### src/hfcc_consts.vh
/*
 Constants of the package feedback configuration and notification block:
 register addresses, bit positions, reset value and structure layout.
 Assumes it is included by bare name from each design file.
*/
`ifndef HFCC_CONSTS_VH
`define HFCC_CONSTS_VH
// =====================================================================
// Register addresses
`define HFCC_CFG_ADDR    32'h000017D1
`define HFCC_STAT_ADDR   32'h000017E0
`define HFCC_IRQ_ADDR    32'h000017E1
// =====================================================================
// Field positions, reset value and configuration values
`define HFCC_CFG_EN      0
`define HFCC_CFG_MC      1
`define HFCC_STAT_BIT    26
`define HFCC_IRQEN_BIT   25
`define HFCC_CFG_RESET   2'h0
`define HFCC_CFG_BASE    2'h1
`define HFCC_CFG_BOTH    2'h3
// =====================================================================
// Structure layout and writer operations
`define HFCC_HDR_BYTES   8
`define HFCC_CHG_MARK    8'h01
`define HFCC_CHG_CLEAR   8'h00
`define HFCC_OP_POP      2'h0
`define HFCC_OP_UPD      2'h1
`define HFCC_OP_CLR      2'h2
`endif

### src/hfcc_feedback_ctl.v
/*
 Package feedback configuration and notification control: configuration,
 status and interrupt-enable registers on the register access port,
 transition decoding, structure population and change notification.
 Assumes register requests, capability data and update requests come from
 logic on ref_clk; the structure pointer is held elsewhere.
*/
`timescale 1ns/100ps
`include "hfcc_consts.vh"
module hfcc_feedback_ctl
#(
    parameter NUM_LP    = 4,
    parameter NUM_CLASS = 4,
    parameter ADDR_W    = 12
)
(
    input  wire              ref_clk,
    input  wire              rstn,
    input  wire              mcSupported,
    input  wire              msrReq,
    input  wire              msrWrite,
    input  wire [31:0]       msrAddr,
    input  wire [63:0]       msrWrData,
    output reg               msrAck,
    output reg  [63:0]       msrRdData,
    output reg               msrFault,
    input  wire              capUpdateReq,
    output wire [ADDR_W-1:0] capAddr,
    input  wire [7:0]        capData,
    output wire              memWrEn,
    output wire [ADDR_W-1:0] memWrAddr,
    output wire [7:0]        memWrData,
    output reg               thermIrq,
    output reg               feedbackOn,
    output reg               multiClassOn
);

// =====================================================================
// Reset release
reg rstMeta;
reg rstSyncN;

always @(posedge ref_clk or negedge rstn)
begin
    if (!rstn)
    begin
        rstMeta  <= 1'b0;
        rstSyncN <= 1'b0;
    end
    else
    begin
        rstMeta  <= 1'b1;
        rstSyncN <= rstMeta;
    end
end

// =====================================================================
// State
reg [1:0] cfg;
reg       statusBit;
reg       irqEn;
reg       popPend;
reg       updPend;
reg       clrPend;
reg       ackEvt;
reg       initEvt;
reg       wrStart;
reg [1:0] wrOp;
reg [1:0] curOp;

wire      wrBusy;
wire      wrDone;

// =====================================================================
// Register decode
wire cfgHit  = (msrAddr == `HFCC_CFG_ADDR);
wire statHit = (msrAddr == `HFCC_STAT_ADDR);
wire irqHit  = (msrAddr == `HFCC_IRQ_ADDR);
wire anyHit  = cfgHit | statHit | irqHit;

wire wrCfg   = msrReq & msrWrite & cfgHit;
wire wrStat  = msrReq & msrWrite & statHit;
wire wrIrq   = msrReq & msrWrite & irqHit;

// Multi-class without enumerated support faults and leaves cfg untouched
wire mcFault = wrCfg & msrWrData[`HFCC_CFG_MC] & ~mcSupported;
wire cfgTake = wrCfg & ~mcFault;

// Multi-class without base enable is stored as fully off; reserved bits dropped
wire [1:0] newCfg = {msrWrData[`HFCC_CFG_MC] & msrWrData[`HFCC_CFG_EN],
                     msrWrData[`HFCC_CFG_EN]};

// Unchanged value and dropping only multi-class are silent
wire cfgQuiet = (newCfg == cfg) |
                ((cfg == `HFCC_CFG_BOTH) & (newCfg == `HFCC_CFG_BASE));
wire cfgAct   = cfgTake & ~cfgQuiet;
wire enAct    = cfgAct & newCfg[`HFCC_CFG_EN];
wire disAct   = cfgAct & ~newCfg[`HFCC_CFG_EN];

wire statClr  = wrStat & ~msrWrData[`HFCC_STAT_BIT];
wire irqRise  = wrIrq & msrWrData[`HFCC_IRQEN_BIT] & ~irqEn;

// =====================================================================
// Status events
wire updDone = wrDone & (curOp != `HFCC_OP_CLR);
wire setEvt  = ackEvt | initEvt | updDone;

// Any restart or disable halts a walk in progress
wire wrAbort = enAct | disAct;

// =====================================================================
// Configuration register
always @(posedge ref_clk or negedge rstSyncN)
begin
    if (!rstSyncN)
    begin
        cfg <= `HFCC_CFG_RESET;
    end
    else if (cfgTake)
    begin
        cfg <= newCfg;
    end
end

// =====================================================================
// Status and interrupt enable
always @(posedge ref_clk or negedge rstSyncN)
begin
    if (!rstSyncN)
    begin
        statusBit <= 1'b0;
        irqEn     <= 1'b0;
        ackEvt    <= 1'b0;
        initEvt   <= 1'b0;
    end
    else
    begin
        ackEvt  <= disAct;
        initEvt <= irqRise;
        if (wrIrq)
        begin
            irqEn <= msrWrData[`HFCC_IRQEN_BIT];
        end
        // Set wins over a clear in the same cycle; writing one does nothing
        if (setEvt)
        begin
            statusBit <= 1'b1;
        end
        else if (statClr)
        begin
            statusBit <= 1'b0;
        end
    end
end

// =====================================================================
// Pending work
always @(posedge ref_clk or negedge rstSyncN)
begin
    if (!rstSyncN)
    begin
        popPend <= 1'b0;
        updPend <= 1'b0;
        clrPend <= 1'b0;
    end
    else if (disAct)
    begin
        // No structure writes once disabled
        popPend <= 1'b0;
        updPend <= 1'b0;
        clrPend <= 1'b0;
    end
    else
    begin
        if (enAct)
        begin
            popPend <= 1'b1;
        end
        else if (wrStart & (wrOp == `HFCC_OP_POP))
        begin
            popPend <= 1'b0;
        end

        if (capUpdateReq & cfg[`HFCC_CFG_EN])
        begin
            updPend <= 1'b1;
        end
        else if (wrStart & (wrOp == `HFCC_OP_UPD))
        begin
            updPend <= 1'b0;
        end

        if (statClr & statusBit & ~setEvt & cfg[`HFCC_CFG_EN])
        begin
            clrPend <= 1'b1;
        end
        else if (wrStart & (wrOp == `HFCC_OP_CLR))
        begin
            clrPend <= 1'b0;
        end
    end
end

// =====================================================================
// Walk scheduler
reg       next_wrStart;
reg [1:0] next_wrOp;

always @*
begin
    next_wrStart = 1'b0;
    next_wrOp    = `HFCC_OP_POP;
    if (cfg[`HFCC_CFG_EN] & ~wrBusy & ~wrStart & ~wrAbort)
    begin
        if (popPend)
        begin
            next_wrStart = 1'b1;
            next_wrOp    = `HFCC_OP_POP;
        end
        else if (clrPend & ~statusBit)
        begin
            next_wrStart = 1'b1;
            next_wrOp    = `HFCC_OP_CLR;
        end
        else if (updPend & ~statusBit)
        begin
            next_wrStart = 1'b1;
            next_wrOp    = `HFCC_OP_UPD;
        end
    end
end

always @(posedge ref_clk or negedge rstSyncN)
begin
    if (!rstSyncN)
    begin
        wrStart <= 1'b0;
        wrOp    <= `HFCC_OP_POP;
        curOp   <= `HFCC_OP_POP;
    end
    else
    begin
        wrStart <= next_wrStart;
        wrOp    <= next_wrOp;
        if (wrStart)
        begin
            curOp <= wrOp;
        end
    end
end

// =====================================================================
// Structure writer
hfcc_struct_writer
#(
    .NUM_LP    (NUM_LP),
    .NUM_CLASS (NUM_CLASS),
    .ADDR_W    (ADDR_W)
)
uWriter
(
    .clk        (ref_clk),
    .rstSyncN   (rstSyncN),
    .start      (wrStart & ~wrAbort),
    .abort      (wrAbort),
    .cellsOn    (wrOp != `HFCC_OP_CLR),
    .multiClass (cfg[`HFCC_CFG_MC]),
    .chgValue   ((wrOp == `HFCC_OP_UPD) ? `HFCC_CHG_MARK : `HFCC_CHG_CLEAR),
    .capData    (capData),
    .capAddr    (capAddr),
    .busy       (wrBusy),
    .done       (wrDone),
    .memWrEn    (memWrEn),
    .memWrAddr  (memWrAddr),
    .memWrData  (memWrData)
);

// =====================================================================
// Interrupt and status outputs
always @(posedge ref_clk or negedge rstSyncN)
begin
    if (!rstSyncN)
    begin
        thermIrq     <= 1'b0;
        feedbackOn   <= 1'b0;
        multiClassOn <= 1'b0;
    end
    else
    begin
        thermIrq     <= setEvt & irqEn;
        feedbackOn   <= cfg[`HFCC_CFG_EN];
        multiClassOn <= cfg[`HFCC_CFG_MC];
    end
end

// =====================================================================
// Register access answer
reg [63:0] next_rdData;

always @*
begin
    next_rdData = 64'h0000000000000000;
    if (cfgHit)
    begin
        next_rdData[1:0] = cfg;
    end
    else if (statHit)
    begin
        next_rdData[`HFCC_STAT_BIT] = statusBit;
    end
    else if (irqHit)
    begin
        next_rdData[`HFCC_IRQEN_BIT] = irqEn;
    end
end

always @(posedge ref_clk or negedge rstSyncN)
begin
    if (!rstSyncN)
    begin
        msrAck    <= 1'b0;
        msrRdData <= 64'h0000000000000000;
        msrFault  <= 1'b0;
    end
    else
    begin
        msrAck   <= msrReq;
        msrFault <= msrReq & (~anyHit | mcFault);
        if (msrReq & ~msrWrite)
        begin
            msrRdData <= next_rdData;
        end
    end
end

endmodule

### src/hfcc_struct_writer.v
/*
 Walks the feedback structure in memory: change indication bytes first,
 then capability cells if cellsOn was set at start. Assumes capability data answer capAddr in the
 same cycle from logic on the same clock.
*/
`timescale 1ns/100ps
`include "hfcc_consts.vh"
module hfcc_struct_writer
#(
    parameter NUM_LP    = 4,
    parameter NUM_CLASS = 4,
    parameter ADDR_W    = 12
)
(
    input  wire              clk,
    input  wire              rstSyncN,
    input  wire              start,
    input  wire              abort,
    input  wire              cellsOn,
    input  wire              multiClass,
    input  wire [7:0]        chgValue,
    input  wire [7:0]        capData,
    output wire [ADDR_W-1:0] capAddr,
    output reg               busy,
    output reg               done,
    output reg               memWrEn,
    output reg  [ADDR_W-1:0] memWrAddr,
    output reg  [7:0]        memWrData
);
localparam [1:0]        ST_IDLE   = 2'h0;
localparam [1:0]        ST_HDR    = 2'h1;
localparam [1:0]        ST_CELL   = 2'h2;
localparam integer      CELL_TOP  = NUM_LP * NUM_CLASS * 2 - 1;
localparam integer      CLS_TOP   = NUM_CLASS - 1;
localparam integer      HDR_TOP   = `HFCC_HDR_BYTES;
localparam integer      ONE_I     = 1;
localparam [ADDR_W-1:0] LAST_CELL = CELL_TOP[ADDR_W-1:0];
localparam [ADDR_W-1:0] LAST_CLS  = CLS_TOP[ADDR_W-1:0];
localparam [ADDR_W-1:0] HDR_OFS   = HDR_TOP[ADDR_W-1:0];
localparam [ADDR_W-1:0] ONE       = ONE_I[ADDR_W-1:0];

reg [1:0]        state;
reg [ADDR_W-1:0] idx;
reg [ADDR_W-1:0] cls;
reg              kind;
reg              cells;
reg [7:0]        chg;

assign capAddr = idx;

always @(posedge clk or negedge rstSyncN)
begin
    if (!rstSyncN)
    begin
        state     <= ST_IDLE;
        idx       <= {ADDR_W{1'b0}};
        cls       <= {ADDR_W{1'b0}};
        kind      <= 1'b0;
        cells     <= 1'b0;
        chg       <= 8'h00;
        busy      <= 1'b0;
        done      <= 1'b0;
        memWrEn   <= 1'b0;
        memWrAddr <= {ADDR_W{1'b0}};
        memWrData <= 8'h00;
    end
    else
    begin
        done    <= 1'b0;
        memWrEn <= 1'b0;
        if (abort)
        begin
            state <= ST_IDLE;
            busy  <= 1'b0;
        end
        else
        begin
            case (state)
                ST_IDLE:
                begin
                    if (start)
                    begin
                        state <= ST_HDR;
                        busy  <= 1'b1;
                        idx   <= {ADDR_W{1'b0}};
                        cells <= cellsOn;
                        chg   <= chgValue;
                    end
                end
                ST_HDR:
                begin
                    memWrEn   <= 1'b1;
                    memWrAddr <= idx;
                    memWrData <= chg;
                    idx       <= idx + ONE;
                    if (idx == LAST_CLS)
                    begin
                        idx  <= {ADDR_W{1'b0}};
                        cls  <= {ADDR_W{1'b0}};
                        kind <= 1'b0;
                        if (cells)
                        begin
                            state <= ST_CELL;
                        end
                        else
                        begin
                            state <= ST_IDLE;
                            busy  <= 1'b0;
                            done  <= 1'b1;
                        end
                    end
                end
                ST_CELL:
                begin
                    // Class 0 columns always, others only in multi-class
                    memWrEn   <= multiClass | (cls == {ADDR_W{1'b0}});
                    memWrAddr <= HDR_OFS + idx;
                    memWrData <= capData;
                    idx       <= idx + ONE;
                    kind      <= ~kind;
                    if (kind)
                    begin
                        cls <= (cls == LAST_CLS) ? {ADDR_W{1'b0}} : cls + ONE;
                    end
                    if (idx == LAST_CELL)
                    begin
                        state <= ST_IDLE;
                        busy  <= 1'b0;
                        done  <= 1'b1;
                    end
                end
                default:
                begin
                    state <= ST_IDLE;
                    busy  <= 1'b0;
                end
            endcase
        end
    end
end

endmodule

### config.mk
export PLATFORM = sky130hd
export DESIGN_NAME = hfcc_feedback_ctl
export DESIGN_NICKNAME = d
export VERILOG_FILES = /design/src/hfcc_feedback_ctl.v /design/src/hfcc_struct_writer.v
export VERILOG_INCLUDE_DIRS = /design/src
export SDC_FILE = /design/constraint.sdc
export NUM_CORES = 1
export LEC_CHECK = 0
export BUFFER_PORTS_ARGS = -buffer_cell sky130_fd_sc_hd__buf_2
export CORE_MARGIN = 2
export CORE_UTILIZATION = 42
export DETAILED_ROUTE_END_ITERATION = 6
export PLACE_DENSITY = 0.73
export SYNTH_ARGS = -nofsm -noshare
export SYNTH_HDL_FRONTEND = slang
export SYNTH_SLANG_ARGS = --single-unit
export TNS_END_PERCENT = 30
### constraint.sdc
create_clock -name ref_clk -period 2.3 [get_ports ref_clk]
set_input_delay 0.23 -clock ref_clk [delete_from_list [all_inputs] [get_ports ref_clk]]
set_output_delay 0.23 -clock ref_clk [all_outputs]
set_load 0.05 [all_outputs]
---- Word-level counts from Yosys, hierarchy flattened ----
Index checks and enable logic that the tools add are counted.
storage, ports and cells
  flip-flop bits (word level) ............. 84
  bits of input ports ..................... 110
  output and inout bits ................... 102
operators by class
  mux-type cells .......................... 55
  add/subtract/negate cells ............... 3
  eq/ne operators ......................... 22
  reductions and logical operators ........ 16
  bitwise logic cells ..................... 54
operators by type and width
  kind                     count
  $eq A32 B13 Y1 const B   3
  $mux W12                 5
  $pmux W12 S2             2
  $pmux W12 S3             1
  $and A1 B1 Y1            32
  $mux W1                  31
  $add A12 B1 Y12 const B  2
  $eq A12 B2 Y1 const B    2
  $mux W2                  10
  $pmux W8 S2              1
  $not A1 Y1               14
  $add A4 B12 Y12 const A  1
  $eq A12 B5 Y1 const B    1
  $logic_not A12 Y1        1
  $reduce_and A3 Y1        4
  $reduce_bool A3 Y1       4
  $ne A3 B2 Y1 const B     3
  $or A1 B1 Y1             8
  $reduce_and A4 Y1        2
  $eq A2 B1 Y1 const B     3
  $eq A2 B2 Y1 const B     3
  $ne A2 B1 Y1 const B     3
  $pmux W1 S2              3
  $pmux W2 S3              1
  other kinds (7)          10

---- Logic depth before layout (Yosys ltp) ----
  depth in word-level cells ............... 14
  gate-level depth with buffers ........... 9
  gate-level depth less buffers ........... 8

---- Hierarchy ----
From an unflattened synthesis, not the netlist that was laid out.
unflattened totals
  cell total of the unflattened synthesis .. 481
  area, all modules ....................... 4787.1 um^2
by module, submodules not included
  module              sequential area each (um^2)  area each (um^2)  times used  cells each
  hfcc_struct_writer  1476.4                       3125.5            1           310
  hfcc_feedback_ctl   625.6                        1661.6            1           171

---- Worst setup path after synthesis ----
OpenSTA, ideal clock, no wires.
  path kind ............................... register to register
  start ................................... register uWriter.idx[0], in the netlist uWriter.capAddr[0]
  end ..................................... register uWriter.idx[8], in the netlist uWriter.capAddr[8]
  buffers on the path ..................... 0
  stages on the path, launching flop included .. 7
  arrival ................................. 2.192 ns
  period minus slack after synthesis ...... 2.303 ns
  path slack .............................. -0.003 ns
  path through ............................ dfrtp_1 -> ha_1 -> nor4b_2 -> a31oi_2 -> o21a_1 -> nand3_1 -> o41ai_1
on the way
  cells in the longest elaborated chain, start to end .. 3
  elaborated cells between the ends (all ways) .. 4
  those cells by class .................... add/sub (1); eq/ne (1); mux (2)
ends and longest elaborated chain
  item                                              RTL line                                                                    source
  from (decl)                                       hfcc_struct_writer.v:43                                                     reg [ADDR_W-1:0] idx;
  from (signal assigned)                            hfcc_struct_writer.v:56                                                     idx <= {ADDR_W{1'b0}};
  from (signal assigned)                            hfcc_struct_writer.v:85                                                     idx <= {ADDR_W{1'b0}};
  from (signal assigned)                            hfcc_struct_writer.v:95                                                     idx <= idx + ONE;
  $add A12 B1 Y12 or $eq A12 B2 Y1 (tied branches)  hfcc_struct_writer.v:95, hfcc_struct_writer.v:119, hfcc_struct_writer.v:96
  $mux W12                                          hfcc_struct_writer.v:96                                                     if (idx == LAST_CLS)
  $pmux W12 S3 (*)                                  hfcc_struct_writer.v:78                                                     case (state)
Every way passes the cells marked *; elsewhere a longest branch is shown, timed or not.
A chain may end at the register's enable or synchronous reset.

---- Final worst setup path ----
  start ................................... register uWriter.idx[3], in the netlist uWriter.capAddr[3]
  end ..................................... register uWriter.idx[5], in the netlist uWriter.capAddr[5]
The elaborated chain is that of the path after synthesis.

==> run_results.csv <==
group,metric,value,unit
run_status,outcome,"finished clean",
grt,grt_pass1_wl,15.73,mm
hold_path,whs_endpoint,"msrAck",
hold_path,hold_path.startpoint,"msrReq",
logic_synthesis,synth.most_common_cell,"dfrtp_1",
finish,drive_gt1_share,27.13,%
placement,gp_congestion,0.8544,
setup_path,worst_r2r_endpoint,"uWriter.capAddr[5]",
power_and_ir_drop,p_clk_share,35.7,%
logic_synthesis,synth-compound-area-share,12.53,%
floorplan,core,9819,µm²
sta,min_period_over_period,91.07,%
hold_path,hp-class,"in2reg",
sta,tightestPinTransition,0.6657,ns
setup_path,required,2.53,ns
logic_synthesis,synthSimpleGateAreaFrac,21.69,%
clock_network,cts_root_buffer,"clkbuf_8",
finish,antenna_cells,0,
setup_path,worstSetupStartpointType,"flip-flop",
logic_synthesis,synthAdderAreaFrac,2.336,%
floorplan,rows,36,
power_and_ir_drop,p_leak,0.002480,µW
clock_network,cts_buffer_depth,2,
placement,place_hpwl,7.208,mm
setup_path,critical_path_class,"reg2reg",
routing,via_per_inst,4.948,
power_and_ir_drop,p_int,1821,µW
setup_path,cp.buffers_inverters,2,
setup_path,worstPathCellList,"nor4b_2 -> a31oi_2 -> buf_4 -> o21a_1 -> buf_4 -> and2_1 -> o21ai_0 -> o31ai_1",
sta,finalHoldViolCount,0,
grt,grtUsageTotal,17.40,%
sta,post-route-min-period,2.095,ns
finish,fin_area,5024,µm²
setup_path,crit_path_end_kind,"flip-flop",
routing,wl,9.477,mm
power_and_ir_drop,p_comb_share,11.8,%
sta,fmax,477.4,MHz
power_and_ir_drop,peakVddDrop,0.2162,mV
grt,antenna_found_initial,0,
logic_synthesis,synthXorXnorAreaFrac,1.635,%
placement,place_area,4836,µm²
finish,seq_area,1928,µm²
logic_synthesis,synth_edf_count,0,
logic_synthesis,yosysTopAreaCellShare,44.96,%
hold_path,whs_path_depth,1,
sta,setup_viol,0,
sta,slew_headroom,55.62,%
routing,drtPass1Iterations,4,
finish,area_delta_synth_final,17.23,%
clock_network,post_cts_buffers,0,
setup_path,reg2reg_depth,8,
power_and_ir_drop,power.total,2603,µW
placement,dp.cells,691,
logic_synthesis,synth_top_area_cell,"dfrtp_1",
power_and_ir_drop,power_density,518.3,nW/µm²
logic_synthesis,yosysSeqAreaShare,44.96,%
logic_synthesis,ys_types,58,
logic_synthesis,synthCells,455,
clock_network,clock-sinks,77,
floorplan,ios,212,
routing,dr.first_iter.drc_count,221,
setup_path,crit_arrival,2.32,ns
logic_synthesis,syn_avg_cell_area,9.418,µm²
routing,num_vias,3503,
logic_synthesis,synth_seq_cells,77,
routing,drc_errors,0,
grt,grt_pass1_vias,3321,
setup_path,crit_top_cell,"buf_4",
sta,clock-skew-final,0.009008,ns
sta,worst_slack,0.2055,ns
logic_synthesis,synthFlopType,"dfrtp_1",
placement,pre_cts_ws,0.03885,ns
clock_network,cts_buffers,9,
logic_synthesis,synth_area,4285,µm²
placement,port_buffers,91,
floorplan,dieHeight,105.0,µm
setup_path,cp_slowest_stage_delay,0.47,ns
grt,overflow,0,
sta,rsz0062_at_grt,"false",
setup_path,crit_family,"compound AO/OA/AOI/OAI gates",
clock_network,htreeDepth,3,
floorplan,initial_core_util,43.64,%
power_and_ir_drop,swShare,30.04,%
routing,wl_per_cell,13.39,µm
logic_synthesis,yosysWarnings,0,
setup_path,critPathMaxFanout,6,
routing,drtAntennaViolNets,0,
clock_network,tritoncts,"yes",
grt,grt_max_degree,48,
logic_synthesis,synth_area_leaders,"dfrtp_1, buf_4, o21ai_0",
clock_network,insertion_delay,0.35,ns
setup_path,r2r_start,"uWriter.capAddr[3]",
floorplan,die_w,105.0,µm
finish,final_nets,688,
setup_path,r2r_slack,0.21,ns
finish,fillers,916,
finish,multi_input_area,2026,µm²
logic_synthesis,synth.area.mux_share,3.737,%
finish,final_core_util,51.16,%
sta,slew_violations,0,
power_and_ir_drop,p_sw,782.1,µW
power_and_ir_drop,p_seq_share,52.5,%
floorplan,die-area,11030,µm²
job,drv_cap,0,
logic_synthesis,synth_top_family_by_area,"simple AND/OR/NAND/NOR gates",
clock_network,clkSlewWorstSetupHoldPaths,0.08,ns
finish,stdcell_count,708,
logic_synthesis,ys_async_sr_fraction,100.0,%
setup_path,critical_path.slowest_cell,"dfrtp_1",
logic_synthesis,synth_common_cells,"dfrtp_1, buf_4, nand2_1, o21ai_0, nor2_1",
-- placed cells by master, fill, tap and decap left out, types with 3 or more instances in the layout --
cell,count
mux2i_1,4
o41ai_1,5
xnor2_1,4
buf_2,91
conb_1,61
xor2_1,4
nor2_1,33
nand2_1,51
nor4_1,5
and3_1,10
ha_1,8
inv_1,8
nor4b_1,3
dfrtp_1,76
nand2b_1,10
o21ai_0,51
mux2_2,8
nand3_1,18
nand4_1,8
nor3b_1,3
clkbuf_8,10
nor2b_1,7
clkinvlp_4,3
and4b_1,4
buf_4,28
o31ai_1,7
nor3_1,8
-- flip-flops by register name, summed over array words and instances, names as in the netlist, 2 cells and up --
register / flops
uWriter.memWrData: 8
uWriter.cls: 12
cfg: 2
uWriter.state: 2
wrOp: 2
msrRdData: 4
uWriter.memWrAddr: 12
uWriter.capAddr: 12
curOp: 2
-- cell type report --
cell class	count	share of cell area, %
flip-flops and latches	77	38.38
multi-input cells	353	40.32
clock buffers	11	2.814
inverters	8	0.5978
well taps	133	3.313
repair buffers	121	13.85
clock inverters	5	0.7223
-- power groups by stage --
stage / sequential, µW / combinational (µW) / clock, µW
after floorplan: 1410 / 306 / 0
after global placement: 1390 / 305 / 0
after detailed placement: 1390 / 306 / 0
after CTS: 1370 / 308 / 953
after global routing: 1370 / 323 / 1010
final: 1370 / 309 / 928
-- metrics by stage --
step	hold WS (ns)	TNS, ns
3_3_place_gp	0.01599	0
5_1_grt	0.04884	0
4_1_cts	0.04853	0
2_1_floorplan	-0.06559	-0.002522
3_5_place_dp	0.02273	0
6_report	0.06492	0
-- routing by layer --
metal / vias to the layer above / global-route usage (%) / part of all wire, % / routed length (µm)
met3: 8 / 4.117 / 4.9 / 463
met2: 107 / 28.90 / 50 / 4731
met1: 1680 / 22.62 / 44 / 4184
met4: 0 / 5.048 / 1.0 / 99
met5: - / 0 / 0 / 0
li1: 1708 / - / - / -
-- cell families after synthesis --
logic type      count (synthesis)
xor+xnor                        8
other cells                     2
simple gates                  177
buf+inv                        84
mux                            14
fa+ha+maj                       8
compound gates                 85
flops                          77
-- what timing repair did --
action | 4_1_cts | 5_1_grt
endpoints found under the setup margin | 0 | 0
hold endpoints to repair | 2 | 0
hold buffers | 1 | 0
resized for setup | 0 | 0
-- worst max path at each step --
| stage | depth (start not counted) | startpoint | to | slack (ns) |
|---|---|---|---|---|
| after detailed placement | 7 | msrAddr[13] | uWriter.memWrData[2] | 0.04 |
| after CTS | 5 | cfg[0] | uWriter.chg[0] | 0.21 |
| after global routing | 7 | uWriter.capAddr[8] | uWriter.cls[7] | 0.008 |
| after floorplan | 6 | uWriter.capAddr[0] | uWriter.capAddr[8] | -0.003 |
| final | 8 | uWriter.capAddr[3] | uWriter.capAddr[5] | 0.21 |
| after global placement | 7 | msrAddr[11] | uWriter.memWrData[1] | 0.10 |
Note: power is estimated with default switching activity, not from simulation.
